[config.mk]
export PLATFORM = sky130hd
export DESIGN_NAME = bcr_regs
export DESIGN_NICKNAME = d
export VERILOG_FILES = /design/src/bcr_pkg.sv /design/src/bcr_regs.sv
export SDC_FILE = /design/constraint.sdc
export NUM_CORES = 1
export LEC_CHECK = 0
export BUFFER_PORTS_ARGS = -buffer_cell sky130_fd_sc_hd__buf_2
export CORE_ASPECT_RATIO = 2
export CORE_MARGIN = 1.5
export CORE_UTILIZATION = 45
export DETAILED_ROUTE_END_ITERATION = 16
export PLACE_DENSITY = 0.84
export SYNTH_ARGS = -nofsm -noshare
export SYNTH_HDL_FRONTEND = slang
export SYNTH_SLANG_ARGS = --single-unit
[constraint.sdc]
create_clock -name mclk -period 4.15 [get_ports mclk]
set_clock_uncertainty 0.2 [all_clocks]
set_input_delay 0.415 -clock mclk [delete_from_list [all_inputs] [get_ports mclk]]
set_output_delay 0.415 -clock mclk [all_outputs]
set_load 0.02 [all_outputs]
[src/bcr_pkg.sv]
// constants and carrier types of the buck converter configuration register bank
// assumes a serial front end that hands over decoded byte accesses on mclk
//
// Summary of operation
// - auto-return clears page select after the last byte of a transfer
// - bit 6 picks page or repeated write
// - two-wire page 00x low, 01x high
// - serial page 000, 001, 010 window map
// - four-bit current limits, 4000 to 7000 mA
// - first power-down ramp, 111 means no ramp
// - first start-up ramp, 111 means immediate target
// - second power-down ramp, same encoding
// - second start-up ramp, same encoding
// - first operating mode field, four codes
// - second operating mode field, same codes
// - bit 4 enables second converter shedding
// - bit 3 enables first converter shedding
// - bit 2 sets second converter phase count
// - bits 1:0 set first converter phase count
// - non four-phase variant caps first at two
// - mode 00 follows selected setting bit 7
`default_nettype none

package bcr_pkg;
  // ****************************************
  // register addresses (9-bit full space)
  // ****************************************
  localparam logic [8:0] PAGE_CONTROL_ADDR = 9'h080;
  localparam logic [8:0] PHASE_CURRENT_LIMITS_ADDR = 9'h0d0;
  localparam logic [8:0] FIRST_CONVERTER_SETUP_ADDR = 9'h0d1;
  localparam logic [8:0] SECOND_CONVERTER_SETUP_ADDR = 9'h0d2;
  localparam logic [8:0] PHASE_ARRANGEMENT_ADDR = 9'h0d3;
  // ****************************************
  // field positions and masks
  // ****************************************
  localparam int PAGE_RETURN_BIT = 7;
  localparam int WRITE_MODE_BIT = 6;
  localparam logic [7:0] PAGE_CONTROL_MASK = 8'hc7;
  localparam logic [7:0] PHASE_ARRANGEMENT_MASK = 8'h1f;
  localparam int SECOND_SHED_BIT = 4;
  localparam int FIRST_SHED_BIT = 3;
  localparam int SECOND_PHASE_BIT = 2;
  localparam int SETTING_MODE_BIT = 7;
  // ****************************************
  // reset values
  // ****************************************
  localparam logic [7:0] PAGE_CONTROL_RST = 8'h00;
  localparam logic [7:0] PHASE_CURRENT_LIMITS_RST = 8'h00;
  localparam logic [7:0] CONVERTER_SETUP_RST = 8'h00;
  localparam logic [7:0] PHASE_ARRANGEMENT_RST = 8'h00;
  // ****************************************
  // page codes and field codes
  // ****************************************
  localparam logic [2:0] PAGE_SPI_LOW = 3'h0;
  localparam logic [2:0] PAGE_SPI_MID = 3'h1;
  localparam logic [2:0] PAGE_SPI_HIGH = 3'h2;
  localparam logic [2:0] RAMP_NONE = 3'h7;
  localparam logic [1:0] PHASES_TWO = 2'h1;
  localparam logic [15:0] ILIM_BASE_MA = 16'h0fa0; // 4000 mA
  localparam logic [15:0] ILIM_STEP_MA = 16'h00c8; // 200 mA per code

  typedef enum logic [1:0] {
    BCR_MODE_BY_SETTING = 2'h0,
    BCR_MODE_AUTO_SINGLE = 2'h1,
    BCR_MODE_FORCED_PWM = 2'h2,
    BCR_MODE_AUTO = 2'h3
  } bcr_mode_t;

  // one byte access from the serial front end
  typedef struct packed {
    logic valid;
    logic write;
    logic spiPort;
    logic [7:0] addr;
    logic [7:0] wdata;
    logic last;
  } bcr_access_t;

  // decoded controls for one converter
  typedef struct packed {
    logic [3:0] currentLimit;
    logic [15:0] currentLimitMa;
    logic [2:0] powerdownRamp;
    logic rampedPowerdown;
    logic [2:0] startupRamp;
    logic softStart;
    bcr_mode_t operatingMode;
    logic autoOperation;
    logic singlePhaseAuto;
    logic sheddingEnable;
    logic [2:0] activePhases;
  } bcr_conv_ctrl_t;
endpackage

`default_nettype wire

[src/bcr_regs.sv]
// buck converter configuration register bank with page selection
// assumes one byte access per valid cycle; last marks the end of a transfer
`default_nettype none

module bcr_regs
  import bcr_pkg::*;
#(
  parameter int MAX_FIRST_PHASES = 4
)
(
  input wire logic mclk,
  input wire logic rstn,
  input wire bcr_access_t access,
  output logic [7:0] rdata,
  output logic [8:0] fullAddr,
  output var logic [2:0] pageSelect,
  output var logic repeatedWrite,
  input wire logic firstSettingSelect,
  input wire logic firstSettingAMode,
  input wire logic firstSettingBMode,
  input wire logic secondSettingSelect,
  input wire logic secondSettingAMode,
  input wire logic secondSettingBMode,
  output bcr_conv_ctrl_t firstCtrl,
  output bcr_conv_ctrl_t secondCtrl
);

  if (MAX_FIRST_PHASES != 2 && MAX_FIRST_PHASES != 4)
  begin : gChk
    $error("MAX_FIRST_PHASES must be 2 or 4");
  end

  logic [7:0] pageControl_r;
  logic [7:0] limits_r;
  logic [7:0] firstSetup_r;
  logic [7:0] secondSetup_r;
  logic [7:0] arrangement_r;
  logic [7:0] rdata_r;
  logic wrEn;
  logic [2:0] pageCode;

  // ****************************************
  // page mapping
  // ****************************************
  assign pageCode = pageControl_r[2:0];
  assign pageSelect = pageCode;
  assign repeatedWrite = pageControl_r[WRITE_MODE_BIT];

  // translate byte address through the page window
  always_comb
  begin
    if (access.spiPort)
    begin
      // serial port: three 128-byte windows
      unique case (pageCode)
        PAGE_SPI_LOW: fullAddr = {2'b00, access.addr[6:0]};
        PAGE_SPI_MID: fullAddr = {2'b01, access.addr[6:0]};
        default: fullAddr = {2'b10, access.addr[6:0]};
      endcase
    end
    else if (pageCode[1])
    begin
      fullAddr = {2'b10, access.addr[6:0]};
    end
    else
    begin
      fullAddr = {1'b0, access.addr};
    end
  end

  assign wrEn = access.valid && access.write;

  // ****************************************
  // register storage
  // ****************************************
  // page control, with auto-return after the last access of a transfer
  always_ff @(posedge mclk or negedge rstn)
  begin
    if (!rstn)
      pageControl_r <= PAGE_CONTROL_RST;
    else if (wrEn && fullAddr == PAGE_CONTROL_ADDR)
      pageControl_r <= access.wdata & PAGE_CONTROL_MASK;
    else if (access.valid && access.last && pageControl_r[PAGE_RETURN_BIT])
      pageControl_r <= {pageControl_r[7:3], 3'h0};
  end

  // current limits, both nibbles
  always_ff @(posedge mclk or negedge rstn)
  begin
    if (!rstn)
      limits_r <= PHASE_CURRENT_LIMITS_RST;
    else if (wrEn && fullAddr == PHASE_CURRENT_LIMITS_ADDR)
      limits_r <= access.wdata;
  end

  // converter setups
  always_ff @(posedge mclk or negedge rstn)
  begin
    if (!rstn)
    begin
      firstSetup_r <= CONVERTER_SETUP_RST;
      secondSetup_r <= CONVERTER_SETUP_RST;
    end
    else if (wrEn)
    begin
      if (fullAddr == FIRST_CONVERTER_SETUP_ADDR)
        firstSetup_r <= access.wdata;
      if (fullAddr == SECOND_CONVERTER_SETUP_ADDR)
        secondSetup_r <= access.wdata;
    end
  end

  // phase arrangement
  always_ff @(posedge mclk or negedge rstn)
  begin
    if (!rstn)
      arrangement_r <= PHASE_ARRANGEMENT_RST;
    else if (wrEn && fullAddr == PHASE_ARRANGEMENT_ADDR)
      arrangement_r <= access.wdata & PHASE_ARRANGEMENT_MASK;
  end

  // ****************************************
  // read path
  // ****************************************
  // registered read data, unmapped reads zero
  always_ff @(posedge mclk or negedge rstn)
  begin
    if (!rstn)
      rdata_r <= 8'h00;
    else if (access.valid && !access.write)
    begin
      unique case (fullAddr)
        PAGE_CONTROL_ADDR: rdata_r <= pageControl_r;
        PHASE_CURRENT_LIMITS_ADDR: rdata_r <= limits_r;
        FIRST_CONVERTER_SETUP_ADDR: rdata_r <= firstSetup_r;
        SECOND_CONVERTER_SETUP_ADDR: rdata_r <= secondSetup_r;
        PHASE_ARRANGEMENT_ADDR: rdata_r <= arrangement_r;
        default: rdata_r <= 8'h00;
      endcase
    end
  end
  assign rdata = rdata_r;

  // ****************************************
  // decoded controls
  // ****************************************
  // first converter
  always_comb
  begin
    firstCtrl.currentLimit = limits_r[3:0];
    firstCtrl.currentLimitMa = ILIM_BASE_MA + ILIM_STEP_MA * {12'h000, limits_r[3:0]};
    firstCtrl.powerdownRamp = firstSetup_r[7:5];
    firstCtrl.rampedPowerdown = firstSetup_r[7:5] != RAMP_NONE;
    firstCtrl.startupRamp = firstSetup_r[4:2];
    firstCtrl.softStart = firstSetup_r[4:2] != RAMP_NONE;
    firstCtrl.operatingMode = bcr_mode_t'(firstSetup_r[1:0]);
    unique case (bcr_mode_t'(firstSetup_r[1:0]))
      BCR_MODE_BY_SETTING: firstCtrl.autoOperation =
        firstSettingSelect ? firstSettingBMode : firstSettingAMode;
      BCR_MODE_FORCED_PWM: firstCtrl.autoOperation = 1'b0;
      default: firstCtrl.autoOperation = 1'b1;
    endcase
    firstCtrl.singlePhaseAuto = firstSetup_r[1:0] == BCR_MODE_AUTO_SINGLE;
    firstCtrl.sheddingEnable = arrangement_r[FIRST_SHED_BIT];
    if (MAX_FIRST_PHASES == 4 || arrangement_r[1:0] <= PHASES_TWO)
      firstCtrl.activePhases = {1'b0, arrangement_r[1:0]} + 3'h1;
    else
      firstCtrl.activePhases = 3'h2;
  end

  // second converter
  always_comb
  begin
    secondCtrl.currentLimit = limits_r[7:4];
    secondCtrl.currentLimitMa = ILIM_BASE_MA + ILIM_STEP_MA * {12'h000, limits_r[7:4]};
    secondCtrl.powerdownRamp = secondSetup_r[7:5];
    secondCtrl.rampedPowerdown = secondSetup_r[7:5] != RAMP_NONE;
    secondCtrl.startupRamp = secondSetup_r[4:2];
    secondCtrl.softStart = secondSetup_r[4:2] != RAMP_NONE;
    secondCtrl.operatingMode = bcr_mode_t'(secondSetup_r[1:0]);
    unique case (bcr_mode_t'(secondSetup_r[1:0]))
      BCR_MODE_BY_SETTING: secondCtrl.autoOperation =
        secondSettingSelect ? secondSettingBMode : secondSettingAMode;
      BCR_MODE_FORCED_PWM: secondCtrl.autoOperation = 1'b0;
      default: secondCtrl.autoOperation = 1'b1;
    endcase
    secondCtrl.singlePhaseAuto = secondSetup_r[1:0] == BCR_MODE_AUTO_SINGLE;
    secondCtrl.sheddingEnable = arrangement_r[SECOND_SHED_BIT];
    secondCtrl.activePhases = arrangement_r[SECOND_PHASE_BIT] ? 3'h2 : 3'h1;
  end

  // ****************************************
  // assertions
  // ****************************************
  page_return_a: assert property (@(posedge mclk) disable iff (!rstn)
    access.valid && access.last && pageControl_r[PAGE_RETURN_BIT]
    && !(access.write && fullAddr == PAGE_CONTROL_ADDR) |=> pageSelect == 3'h0)
    else $error("page select not returned");
  page_hold_a: assert property (@(posedge mclk) disable iff (!rstn)
    !(access.valid && access.last) && !(wrEn && fullAddr == PAGE_CONTROL_ADDR)
    |=> pageSelect == $past(pageSelect))
    else $error("page select changed mid-transfer");
  write_mode_a: assert property (@(posedge mclk) disable iff (!rstn)
    wrEn && fullAddr == PAGE_CONTROL_ADDR |=> repeatedWrite == $past(access.wdata[6]))
    else $error("write mode bit wrong");
  twowire_map_a: assert property (@(posedge mclk) disable iff (!rstn)
    !access.spiPort && pageSelect[1] |-> fullAddr[8:7] == 2'b10)
    else $error("two-wire high page map wrong");
  spi_map_a: assert property (@(posedge mclk) disable iff (!rstn)
    access.spiPort && pageSelect == PAGE_SPI_MID |-> fullAddr[8:7] == 2'b01)
    else $error("serial middle page map wrong");
  limit_ma_a: assert property (@(posedge mclk) disable iff (!rstn)
    limits_r[7:4] == 4'hf |-> secondCtrl.currentLimitMa == 16'h1b58)
    else $error("current limit top code wrong");
  first_down_a: assert property (@(posedge mclk) disable iff (!rstn)
    firstCtrl.rampedPowerdown == (firstCtrl.powerdownRamp != 3'h7))
    else $error("first power-down ramp flag wrong");
  first_up_a: assert property (@(posedge mclk) disable iff (!rstn)
    wrEn && fullAddr == FIRST_CONVERTER_SETUP_ADDR && access.wdata[4:2] == 3'h7
    |=> !firstCtrl.softStart)
    else $error("first soft start not disabled");
  second_ramps_a: assert property (@(posedge mclk) disable iff (!rstn)
    wrEn && fullAddr == SECOND_CONVERTER_SETUP_ADDR |=>
    secondCtrl.rampedPowerdown == ($past(access.wdata[7:5]) != 3'h7))
    else $error("second power-down ramp wrong");
  second_up_a: assert property (@(posedge mclk) disable iff (!rstn)
    secondCtrl.softStart == (secondSetup_r[4:2] != 3'h7))
    else $error("second soft start wrong");
  forced_pwm_a: assert property (@(posedge mclk) disable iff (!rstn)
    firstCtrl.operatingMode == BCR_MODE_FORCED_PWM |-> !firstCtrl.autoOperation)
    else $error("first forced pwm not honoured");
  second_mode_a: assert property (@(posedge mclk) disable iff (!rstn)
    secondCtrl.operatingMode == BCR_MODE_AUTO |-> secondCtrl.autoOperation)
    else $error("second auto mode not honoured");
  shed_bits_a: assert property (@(posedge mclk) disable iff (!rstn)
    wrEn && fullAddr == PHASE_ARRANGEMENT_ADDR |=>
    secondCtrl.sheddingEnable == $past(access.wdata[4])
    && firstCtrl.sheddingEnable == $past(access.wdata[3]))
    else $error("shedding enables wrong");
  second_phase_a: assert property (@(posedge mclk) disable iff (!rstn)
    secondCtrl.activePhases == (arrangement_r[2] ? 3'h2 : 3'h1))
    else $error("second phase count wrong");
  first_phase_a: assert property (@(posedge mclk) disable iff (!rstn)
    arrangement_r[1:0] == 2'h1 |-> firstCtrl.activePhases == 3'h2)
    else $error("first phase count wrong");
  phase_cap_a: assert property (@(posedge mclk) disable iff (!rstn)
    MAX_FIRST_PHASES == 2 |-> firstCtrl.activePhases <= 3'h2)
    else $error("first phase cap broken");
  setting_mode_a: assert property (@(posedge mclk) disable iff (!rstn)
    firstCtrl.operatingMode == BCR_MODE_BY_SETTING && !firstSettingSelect
    |-> firstCtrl.autoOperation == firstSettingAMode)
    else $error("setting-controlled mode wrong");
  reserved_zero_a: assert property (@(posedge mclk) disable iff (!rstn)
    pageControl_r[5:3] == 3'h0 && arrangement_r[7:5] == 3'h0)
    else $error("reserved bits not zero");

  return_cover_c: cover property (@(posedge mclk) disable iff (!rstn)
    pageControl_r[PAGE_RETURN_BIT] && pageSelect == 3'h2 ##1 pageSelect == 3'h0);
  four_phase_c: cover property (@(posedge mclk) disable iff (!rstn)
    firstCtrl.activePhases == 3'h4);
  readback_c: cover property (@(posedge mclk) disable iff (!rstn)
    access.valid && !access.write && fullAddr == PHASE_ARRANGEMENT_ADDR);
  setting_follow_c: cover property (@(posedge mclk) disable iff (!rstn)
    firstCtrl.operatingMode == BCR_MODE_BY_SETTING && firstSettingSelect
    && firstCtrl.autoOperation);
  spi_page_write_c: cover property (@(posedge mclk) disable iff (!rstn)
    wrEn && access.spiPort && fullAddr == PAGE_CONTROL_ADDR);
endmodule

`default_nettype wire

==> impl_metrics.ini <==
[pwr]
p_int_uw = 745
combPwrFrac_pct = 13.3
leakage_uw = 0.00192
swShare_pct = 25.5
power_uw = 1000
power_frac_clock_pct = 44.6
power_density_nw_per_um2 = 293
p_seq_share_pct = 42.1
switchingPower_uw = 255
peakVddDrop_mv = 0.252

[logic_synthesis]
yosysUniqueCellTypes = 36
seq_area_frac_synth_pct = 37.3
yosys_warnings = 0
synthTopCellsByCount = dfrtp_1 (42), buf_4 (30), mux2_2 (28)
netlist_area_um2 = 2820
synthFlopType = dfrtp_1
yosys.area.top_type = dfrtp_1
ys_top_cells_by_area = dfrtp_1 (37%), mux2_2 (11%), ha_1 (9.3%), buf_4 (8.0%), mux4_2 (4.0%)
synthMostInstantiatedCell = dfrtp_1
async_reset_ff_share_pct = 100
postSynthCellCount = 256
postSynthAreaPerCell_um2 = 11.0
synth-edff-count = 0
synth-seq-cells = 42
synth_top_area_share_pct = 37.3

[grt]
grt.total_usage_pct = 21.1
grt_max_degree = 43
overflow = 0
grt_pass1_vias = 2183
grt_pass1_wl_um = 10700
antenna_found_initial = 0

[layout]
fin_nets = 399
postLayoutCellArea_um2 = 3410
syn_to_final_growth_pct = 20.8
nFillCells = 534
n_antenna_cell = 0
final_cells = 412
drive_above_1_share_pct = 43.6

[clocking]
cts-buffers-inserted = 5
post_cts_buffers = 0
clockBufferDepth = 2
cts_root_buf = clkbuf_16
ctsHoldBuffers = 0
clk_latency_ns = 0.29
clk_pin_slew_ns = 0.06
cts_tree = yes
h-tree-depth = 2
ctsResizeCount = 0
cts.sinks = 42

[routing]
drtIter0Drc = 55
viasPerCell = 5.45
drcViolationCount = 0
drtAntennaViolNets = 0
drtPass1Iterations = 4
vias = 2245
wire_per_inst_um = 16.5
wl_um = 6800

[floorplan]
die_h_um = 115
die_area_um2 = 6780
num_io_pins = 121
num_rows = 40
core_um2 = 6010
initial_core_util_pct = 47.0
die_w_um = 59.0

[sta]
setup_violations = 0
maxSlewHeadroom_pct = 38.0
finalMaxSlewViolations = 0
finalCriticalPeriod_ns = 3.30
fin_crit_sh_pct = 79.4
fmax_mhz = 303
rsz0062_at_grt = no
finalHoldViolCount = 0
setup_tns_ns = 0
worst_pin_slew_ns = 0.930

[place]
dpl-instance-area_um2 = 3240
globalplace.congestion = 0.832
dp_cells = 404
dpl.hpwl_um = 5480
io_buffers = 107

[setup_path]
critical_path_required_ns = 3.53
path_class = reg -> out
cp-end-kind = primary output
start_kind = register
arrival_ns = 2.68
path_max_fanout = 6

[job]
cap_violations = 0

[min_path]
min_path_type = in -> async

[status]
status = complete, no violations
-- final timing paths --
check,from,to,slack (ns),depth (start not counted)
setup / recovery,limits_r[4],secondCtrl[27],0.85,8
hold / removal,rstn,arrangement_r[1],0.06,1
setup reg to reg,pageControl_r[1],secondSetup_r[6],1.67,4
hold reg to reg,rdata[6],rdata[6],0.28,2
max in group asynchronous,rstn,pageControl_r[7],3.10,1
min in group mclk,access[3],secondSetup_r[2],0.19,2
-- cells in the final DEF (no fill, tap or decap), drive strengths merged, types with 2 or more instances in the layout --
| cell type | count |
|---|---|
| nor2 | 4 |
| nor3 | 3 |
| o21ai | 9 |
| mux2i | 10 |
| a32oi | 2 |
| ha | 21 |
| buf | 107 |
| inv | 14 |
| a2111o | 2 |
| conb | 13 |
| a21oi | 10 |
| fa | 2 |
| nand2 | 19 |
| nor2b | 5 |
| xnor2 | 10 |
| nand3b | 2 |
| nand2b | 2 |
| o21bai | 2 |
| xor2 | 4 |
| nor4 | 2 |
| nor3b | 2 |
| a21o | 6 |
| dfrtp | 42 |
| mux4 | 5 |
| nand3 | 9 |
| clkbuf | 5 |
| mux2 | 28 |
-- worst max-delay path, stage by stage (launching register included) --
cell and delay (ns):
dfrtp_1 0.43, ha_1 0.32, ha_1 0.24, fa_1 0.42, xnor2_1 0.30, nand2_1 0.11, nor3b_1 0.25, xnor2_1 0.14
buf_2 0.18
-- metal layers --
layer	part of all wire [%]	global-route usage (%)
met1	35	21.7
met2	57	39.4
met3	5.1	3.15
met4	2.7	10.6
met5	0	0
-- power groups by stage --
stage / logic, uW / registers, uW / clock network (uW)
after floorplan: 92.4 / 431 / 0
after global placement: 132 / 428 / 0
after detailed placement: 134 / 429 / 0
after CTS: 134 / 421 / 452
after global routing: 145 / 422 / 468
final: 133 / 421 / 446
-- per-stage QoR --
stage               utilization (%)  hold slack [ns]  setup slack (ns)
global placement               53.9            0.260              1.28
global route                   56.7            0.153             0.628
detailed placement             53.9            0.270              1.15
CTS                            56.7           0.0865             0.839
floorplan                         -          -0.0806              1.20
finish                         56.7           0.0640             0.854
-- sequential cells by signal, summed over array words and instances, names as in the netlist --
| signal | flops |
|---|---|
| firstSetup_r | 8 |
| limits_r | 8 |
| rdata | 8 |
| secondSetup_r | 8 |
| arrangement_r | 5 |
| pageControl_r | 5 |
-- final cells by class --
cell class,instances,area (um^2),area share (%)
clock inverter,3,43.8,1.29
inverter,13,48.8,1.43
multi-input combinational,179,1520,44.7
timing repair buffer,107,536,15.7
clock buffer,5,125,3.67
sequential,42,1050,30.8
tap,63,78.8,2.31
-- cells by family after synthesis --
group           after synthesis  share of synthesized area [%]
compound gates               34                           8.52
xor+xnor                     14                           4.35
fa+ha+maj                    23                           10.7
buf+inv                      47                           10.3
flops                        42                           37.3
mux                          43                           18.7
other cells                   1                          0.133
simple gates                 52                           9.98
No activity file was read; power rests on OpenSTA's default activity.
